File: src/hw/nsx_pkg.sv
/*
 Package for the nibble-exchange / xor / direction-load execute block.
 Assumes a 12-bit instruction word and 8-bit data path.
*/
// Contract
// - Nibble exchange swaps addressed register's nibbles.
// - Exchange with dest 0 writes working register.
// - Exchange with dest 1 writes file, flags kept.
// - Direction load copies W, field 6, flags kept.
// - Literal xor updates W and zero flag.
// - Register xor uses file register, updates zero.
// - Register xor with dest 0 writes W.
// - Register xor with dest 1 writes file.
package nsx_pkg;
  localparam int unsigned NSX_IW = 12;
  localparam int unsigned NSX_DW = 8;
  localparam int unsigned NSX_AW = 5;
  localparam logic [5:0] NSX_OPC_EXCH = 6'h0E;
  localparam logic [5:0] NSX_OPC_RXOR = 6'h06;
  localparam logic [3:0] NSX_OPC_LXOR = 4'hF;
  localparam logic [8:0] NSX_OPC_DIRL = 9'h000;
  localparam logic [2:0] NSX_DIR_PORT = 3'h6;
  localparam logic [7:0] NSX_W_RST = 8'h00;
  localparam logic [7:0] NSX_DIR_RST = 8'hFF;
  localparam int unsigned NSX_D_BIT = 5;
  typedef enum logic [2:0] {
    NSX_NOP = 3'b000,
    NSX_EXCH = 3'b001,
    NSX_DIRL = 3'b010,
    NSX_LXOR = 3'b011,
    NSX_RXOR = 3'b100
  } nsx_op_e;
endpackage : nsx_pkg

File: src/hw/nsx_decode.sv
/*
 Combinational opcode decoder.
 Assumes instruction word is stable during the cycle.
*/
`timescale 1ns/1ps
`default_nettype none
module nsx_decode
  import nsx_pkg::*;
(
  // Instruction
  input wire logic [11:0] instr,
  // Decoded
  output nsx_pkg::nsx_op_e op,
  output logic dest_file,
  output logic [4:0] faddr
);
  always_comb begin
    op = NSX_NOP;
    if (instr[11:6] == NSX_OPC_EXCH) begin
      op = NSX_EXCH;
    end else if (instr[11:6] == NSX_OPC_RXOR) begin
      op = NSX_RXOR;
    end else if (instr[11:8] == NSX_OPC_LXOR) begin
      op = NSX_LXOR;
    end else if (instr[11:3] == NSX_OPC_DIRL && instr[2:0] == NSX_DIR_PORT) begin
      op = NSX_DIRL;
    end
  end
  assign dest_file = instr[NSX_D_BIT];
  assign faddr = instr[4:0];
endmodule : nsx_decode
`default_nettype wire

File: src/hw/nsx_exec.sv
/*
 Execute unit for nibble exchange, xor forms and port direction load.
 Assumes the register file is outside: it gives read data combinationally
 for file_addr and takes the write strobe at the clock edge.
 Assumes the outside file forwards a pending write to a read of the
 same address in the following cycle; this block does no forwarding.
 The read address stays combinational so that the read needs no extra
 cycle; every other output comes from the state register.
*/
`timescale 1ns/1ps
`default_nettype none
module nsx_exec
  import nsx_pkg::*;
(
  // Clock and reset
  input wire logic sys_clk,
  input wire logic rst,
  // Instruction issue, one per cycle
  input wire logic instr_valid,
  input wire logic [11:0] instr,
  // File register access
  output logic [4:0] file_addr,
  input wire logic [7:0] file_rdata,
  output logic file_we,
  output logic [4:0] file_waddr,
  output logic [7:0] file_wdata,
  // Core state
  output logic [7:0] w_reg,
  output logic zero_flag,
  output logic [7:0] port_dir
);
  typedef struct packed {
    logic [7:0] w;
    logic z;
    logic [7:0] dir;
    logic we;
    logic [4:0] waddr;
    logic [7:0] wdata;
  } nsx_state_s;

  nsx_state_s st_q;
  nsx_state_s st_d;
  nsx_op_e op;
  logic dest_file;
  logic [4:0] faddr;
  logic [7:0] res;

  nsx_decode u_dec (
    .instr(instr),
    .op(op),
    .dest_file(dest_file),
    .faddr(faddr)
  );

  assign file_addr = faddr;

  // Next state: hold everything, strobe is a one-cycle pulse
  always_comb begin
    st_d = st_q;
    // Write strobe drops unless this cycle writes the file
    st_d.we = 1'b0;
    res = 8'h00;
    if (instr_valid) begin
      unique case (op)
        NSX_EXCH: begin
          res = {file_rdata[3:0], file_rdata[7:4]};
          if (dest_file) begin
            st_d.we = 1'b1;
            st_d.waddr = faddr;
            st_d.wdata = res;
          end else begin
            st_d.w = res;
          end
        end
        NSX_DIRL: begin
          st_d.dir = st_q.w;
        end
        NSX_LXOR: begin
          res = st_q.w ^ instr[7:0];
          st_d.w = res;
          st_d.z = (res == 8'h00);
        end
        NSX_RXOR: begin
          res = st_q.w ^ file_rdata;
          st_d.z = (res == 8'h00);
          if (dest_file) begin
            st_d.we = 1'b1;
            st_d.waddr = faddr;
            st_d.wdata = res;
          end else begin
            st_d.w = res;
          end
        end
        NSX_NOP: begin
        end
      endcase
    end
  end

  // One edge commits each instruction
  always_ff @(posedge sys_clk) begin
    if (rst) begin
      st_q <= '{w: NSX_W_RST, z: 1'b0, dir: NSX_DIR_RST, we: 1'b0,
                waddr: 5'h00, wdata: 8'h00};
    end else begin
      st_q <= st_d;
    end
  end

  assign w_reg = st_q.w;
  assign zero_flag = st_q.z;
  assign port_dir = st_q.dir;
  assign file_we = st_q.we;
  assign file_waddr = st_q.waddr;
  assign file_wdata = st_q.wdata;

  a_exch_swap: assert property (@(posedge sys_clk) disable iff (rst)
    instr_valid && op == NSX_EXCH && !dest_file |=>
      w_reg == {$past(file_rdata[3:0]), $past(file_rdata[7:4])} && !file_we)
    else $error("exchange to W wrong");
  a_exch_file: assert property (@(posedge sys_clk) disable iff (rst)
    instr_valid && op == NSX_EXCH && dest_file |=>
      file_we && file_wdata == {$past(file_rdata[3:0]), $past(file_rdata[7:4])}
      && file_waddr == $past(faddr) && $stable(zero_flag) && $stable(w_reg))
    else $error("exchange to file wrong");
  a_dir_load: assert property (@(posedge sys_clk) disable iff (rst)
    instr_valid && op == NSX_DIRL |=> port_dir == $past(w_reg) && $stable(zero_flag))
    else $error("direction load wrong");
  a_lxor_res: assert property (@(posedge sys_clk) disable iff (rst)
    instr_valid && op == NSX_LXOR |=>
      w_reg == ($past(w_reg) ^ $past(instr[7:0])) && zero_flag == (w_reg == 8'h00))
    else $error("literal xor wrong");
  a_rxor_zero: assert property (@(posedge sys_clk) disable iff (rst)
    instr_valid && op == NSX_RXOR |=>
      zero_flag == (($past(w_reg) ^ $past(file_rdata)) == 8'h00))
    else $error("register xor zero wrong");
  a_rxor_w: assert property (@(posedge sys_clk) disable iff (rst)
    instr_valid && op == NSX_RXOR && !dest_file |=>
      w_reg == ($past(w_reg) ^ $past(file_rdata)) && !file_we)
    else $error("register xor to W wrong");
  a_rxor_file: assert property (@(posedge sys_clk) disable iff (rst)
    instr_valid && op == NSX_RXOR && dest_file |=>
      file_we && file_wdata == ($past(w_reg) ^ $past(file_rdata)) && $stable(w_reg))
    else $error("register xor to file wrong");
  a_exch_decode: assert property (@(posedge sys_clk) disable iff (rst)
    instr_valid && instr[11:6] == 6'h0E |-> op == NSX_EXCH)
    else $error("exchange decode wrong");
  a_one_cycle: assert property (@(posedge sys_clk) disable iff (rst)
    file_we |=> !file_we || $past(instr_valid))
    else $error("stray write strobe");

  // Decode of the remaining opcodes
  a_rxor_decode: assert property (@(posedge sys_clk) disable iff (rst)
    instr_valid && instr[11:6] == 6'h06 |-> op == NSX_RXOR)
    else $error("register xor decode wrong");
  a_lxor_decode: assert property (@(posedge sys_clk) disable iff (rst)
    instr_valid && instr[11:8] == 4'hF |-> op == NSX_LXOR)
    else $error("literal xor decode wrong");
  a_dirl_decode: assert property (@(posedge sys_clk) disable iff (rst)
    instr_valid && instr == 12'h006 |-> op == NSX_DIRL)
    else $error("direction load decode wrong");

  // Flags and registers that an instruction must leave alone
  a_exch_zero: assert property (@(posedge sys_clk) disable iff (rst)
    instr_valid && op == NSX_EXCH |=>
      $stable(zero_flag) && $stable(port_dir))
    else $error("exchange touched flag");
  a_dir_keep: assert property (@(posedge sys_clk) disable iff (rst)
    instr_valid && op == NSX_DIRL |=>
      $stable(w_reg) && !file_we)
    else $error("direction load touched W");
  a_dir_refuse: assert property (@(posedge sys_clk) disable iff (rst)
    instr_valid && instr[11:3] == NSX_OPC_DIRL && instr[2:0] != NSX_DIR_PORT |=>
      $stable(port_dir) && $stable(w_reg) && $stable(zero_flag))
    else $error("bad direction field acted");
  a_lxor_keep: assert property (@(posedge sys_clk) disable iff (rst)
    instr_valid && op == NSX_LXOR |=>
      !file_we && $stable(port_dir))
    else $error("literal xor wrote file");
  a_rxor_addr: assert property (@(posedge sys_clk) disable iff (rst)
    instr_valid && op == NSX_RXOR && dest_file |=>
      file_waddr == $past(faddr) && $stable(port_dir))
    else $error("register xor address wrong");

  // Only an instruction may change state
  a_idle_hold: assert property (@(posedge sys_clk) disable iff (rst)
    !instr_valid |=>
      $stable(w_reg) && $stable(zero_flag) && $stable(port_dir) && !file_we)
    else $error("state moved while idle");
  a_dir_only: assert property (@(posedge sys_clk) disable iff (rst)
    !$stable(port_dir) |->
      $past(instr_valid) && $past(op) == NSX_DIRL)
    else $error("direction changed without load");
  a_zero_only: assert property (@(posedge sys_clk) disable iff (rst)
    !$stable(zero_flag) |->
      $past(instr_valid) && ($past(op) == NSX_LXOR || $past(op) == NSX_RXOR))
    else $error("zero flag changed by wrong op");
  a_w_only: assert property (@(posedge sys_clk) disable iff (rst)
    !$stable(w_reg) |->
      $past(instr_valid) && !$past(dest_file) || $past(op) == NSX_LXOR)
    else $error("W changed without result");

  // Reset values reach the outputs one edge later
  a_reset_state: assert property (@(posedge sys_clk)
    rst |=>
      w_reg == NSX_W_RST && port_dir == NSX_DIR_RST && !zero_flag && !file_we)
    else $error("reset state wrong");
endmodule : nsx_exec
`default_nettype wire

File: config.mk
export PLATFORM = sky130hd
export DESIGN_NAME = nsx_exec
export DESIGN_NICKNAME = d
export VERILOG_FILES = /design/src/hw/nsx_pkg.sv /design/src/hw/nsx_decode.sv /design/src/hw/nsx_exec.sv
export SDC_FILE = /design/constraint.sdc
export NUM_CORES = 1
export LEC_CHECK = 0
export BUFFER_PORTS_ARGS = -buffer_cell sky130_fd_sc_hd__buf_2
export CAP_MARGIN = 5
export CORE_ASPECT_RATIO = 1.25
export CORE_MARGIN = 2
export CORE_UTILIZATION = 50
export DETAILED_ROUTE_END_ITERATION = 16
export PLACE_DENSITY = 0.9
export SLEW_MARGIN = 20
export SYNTH_ARGS = -nofsm -noshare
export SYNTH_HDL_FRONTEND = slang
export SYNTH_SLANG_ARGS = --single-unit
File: constraint.sdc
create_clock -name sys_clk -period 1.9 [get_ports sys_clk]
set_clock_uncertainty 0.15 [all_clocks]
set_input_delay 0.19 -clock sys_clk [delete_from_list [all_inputs] [get_ports sys_clk]]
set_output_delay 0.19 -clock sys_clk [all_outputs]
set_load 0.02 [all_outputs]
==> key figures <==
Setup path
  • WP data arrival: 1.66 ns
  • Delay-heaviest family, CP: compound AO/OA/AOI/OAI gates
  • Crit-path max cell delay: 0.36 ns
  • Critical path required time: 1.93 ns
  • Worst-path fanout max: 4
  • Sum of buffers and inverters on the critical path: 0
  • Critical path class: reg2reg
  • CP max stage cell: nor4_1
  • Setup crit end kind: flip-flop
  • Setup crit start kind: flip-flop
  • CP cell instances: xor2_1, nor4_1, a21oi_1, a2111oi_1

Final layout
  • Finished Layout Cells: 300
  • N_diodes: 0
  • Design Area, Final: 2220 µm²
  • Filler Cell Count: 290
  • Fraction of layout cells with a size suffix above 1: 0.326
  • Fin nets: 283
  • Area grow syn2layout: 23.7%

Run
  • Maxcap violations: 0

Synth
  • Synthesized Nets: 225
  • Synth top cells by count: dfxtp_1 (31), nor2_1 (22), o21ai_0 (15)
  • Synth top area cells: dfxtp_1 (35%), mux2i_1 (7.2%), a221oi_2 (5.8%)
  • EDFF count, synth: 0
  • Synth area leader: dfxtp_1
  • Async SR Flop Fraction: 0
  • Flop and latch count out of synthesis: 31
  • Mean Syn Cell Area: 8.90 µm²
  • Synth Warn #: 0
  • Cell count after synthesis: 202
  • Netlist Area Pre-Place: 1800 µm²
  • Top cell type's share of synthesized area: 0.345
  • Predominant post-synthesis flop cell: dfxtp_1
  • Post-synthesis sequential area ratio: 0.345
  • Synth cell types: 37
  • Count leader, synth: dfxtp_1

CTS
  • Root buffer cell: clkbuf_8
  • CTS tree: done
  • Hold_buf cts: 0
  • Postcts setup bufs: 0
  • Post-cts gate resize count: 0
  • CTS buffer count: 5
  • Worst-Skew Late Latency: 0.29 ns
  • Clock Tree Buf Depth: 2
  • CTS Sinks: 31
  • Clock transition at the registers of the reported paths: 0.07 ns
  • H-tree levels: 2

STA
  • Final TNS setup: 0 ns
  • Final hold violation count: 0
  • RSZ-0062 raised after global routing: no
  • Hold slack: 0.0464 ns
  • Peak Freq: 0.612 GHz
  • Post-layout minimum cycle time: 1.63 ns
  • Final worst slack: 0.266 ns
  • # setup viols final: 0
  • Worst-Margin Slew: 0.646 ns
  • Max-slew violation count: 0
  • Final Cycle Share: 0.860
  • Relative slew slack: 0.570

Route
  • Vias per cell: 5.83
  • TritonRoute pass-1 iters: 4
  • Post-DRT Antenna Nets: 0
  • DRC: 0
  • DRT iter0 DRCs: 81
  • Routed len/inst: 16.4 µm
  • Vias: 1748
  • WL final: 4.92 mm

Floorplanning
  • Core area: 3450 µm²
  • Die area: 4090 µm²
  • Die width: 57.6 µm
  • Die span in y: 71.0 µm
  • Boundary pin count: 59
  • Row count: 24
  • Starting density of the core: 0.521

Placement
  • Pre-CTS WS: 0.0325 ns
  • Inst Count DP: 292
  • Area after DPL: 2120 µm²
  • Hpwl dp: 3.62 mm
  • Port Buffers: 58
  • Routability cong.: 0.994

GRT
  • Vias in the first global route: 1633
  • Initial antenna violation count: 0
  • Gr usage total: 0.250
  • First-pass GRT wire length: 7.80 mm
  • Largest net degree at the start of global routing: 33
  • GRT overflow: 0

Min path
  • Worst Hold Class: in2reg

Power and ir drop
  • Clock power frac: 0.395
  • Sw Pwr: 0.393 mW
  • Pint: 1.07 mW
  • Reg power frac: 0.454
  • Switch share: 0.269
  • Leakage: 0.893 nW
  • PD cells: 657 nW/µm²
  • Max VDD drop: 632 µV
  • Gate power share: 0.151

Status
  • Status: complete, no violations
-- cells by family (layout without fill, tap and decap cells) --
| kind of cell | Yosys count | in the layout | share of synthesized area |
|---|---|---|---|
| AND/OR/NAND/NOR | 61 | 61 | 0.189 |
| AO/OA/AOI/OAI | 54 | 54 | 0.239 |
| flip-flops | 31 | 31 | 0.345 |
| buffers and inverters | 27 | 86 | 0.0766 |
| XOR/XNOR | 16 | 16 | 0.0779 |
| multiplexers | 13 | 13 | 0.0724 |
-- per-layer routing --
metal | up-vias | share of wire | GRT usage
met2 | 74 | 0.48 | 0.376
met1 | 822 | 0.43 | 0.331
li1 | 842 | - | -
met5 | - | 0 | 0
met4 | 0 | 0.023 | 0.111
met3 | 10 | 0.068 | 0.0695
-- layout make-up --
cell class,instances,area [µm²],share of cell area
repair buffers,68,378,0.170
well taps,39,48.8,0.0219
multi-input cells,144,1040,0.467
flip-flops and latches,31,621,0.279
inverters,10,37.5,0.0169
clock buffers,8,100,0.0450
-- power groups by stage --
| stage | combinational [mW] | sequential (mW) | clock, mW |
|---|---|---|---|
| 6_report | 0.221 | 0.664 | 0.577 |
| 5_1_grt | 0.238 | 0.664 | 0.622 |
| 4_1_cts | 0.219 | 0.664 | 0.589 |
| 3_5_place_dp | 0.217 | 0.678 | 0 |
| 3_3_place_gp | 0.215 | 0.678 | 0 |
| 2_1_floorplan | 0.125 | 0.685 | 0 |
-- cell usage in the layout (no fill, tap or decap), types with 9 or more instances in the layout --
cell type,synthesis,routed
inv_1,10,10
nand2b_1,9,9
nand2_1,12,12
dfxtp_1,31,31
nor2_1,22,22
o21ai_0,15,15
mux2i_1,13,13
a21oi_1,9,9
buf_2,2,58
buf_4,5,9
-- final timing paths --
path	from	end	slack [ns]	cells past startpoint
hold reg to reg	zero_flag$_SDFFE_PP0P_	zero_flag$_SDFFE_PP0P_	0.31	2
setup / recovery	w_reg[5]$_SDFFE_PP0P_	zero_flag$_SDFFE_PP0P_	0.27	4
hold / removal	instr[2]	file_waddr[2]$_SDFFE_PP0P_	0.05	3
setup reg to reg	w_reg[5]$_SDFFE_PP0P_	zero_flag$_SDFFE_PP0P_	0.27	4
-- per-stage QoR --
stage | util | total power, mW
detailed placement | 0.615 | 0.896
finish | 0.644 | 1.46
global placement | 0.615 | 0.893
global route | 0.644 | 1.52
CTS | 0.644 | 1.47
floorplan | - | 0.810
-- worst register-to-register path, delay by kind of cell, from the launching register on --
family                    cells  cell delay, ns
and+or+nand+nor               1            0.36
DFF                           1            0.35
AOI/OAI and AO/OA             2            0.47
xor gates and xnor gates      1            0.19
(Power assumes the default switching activity.)
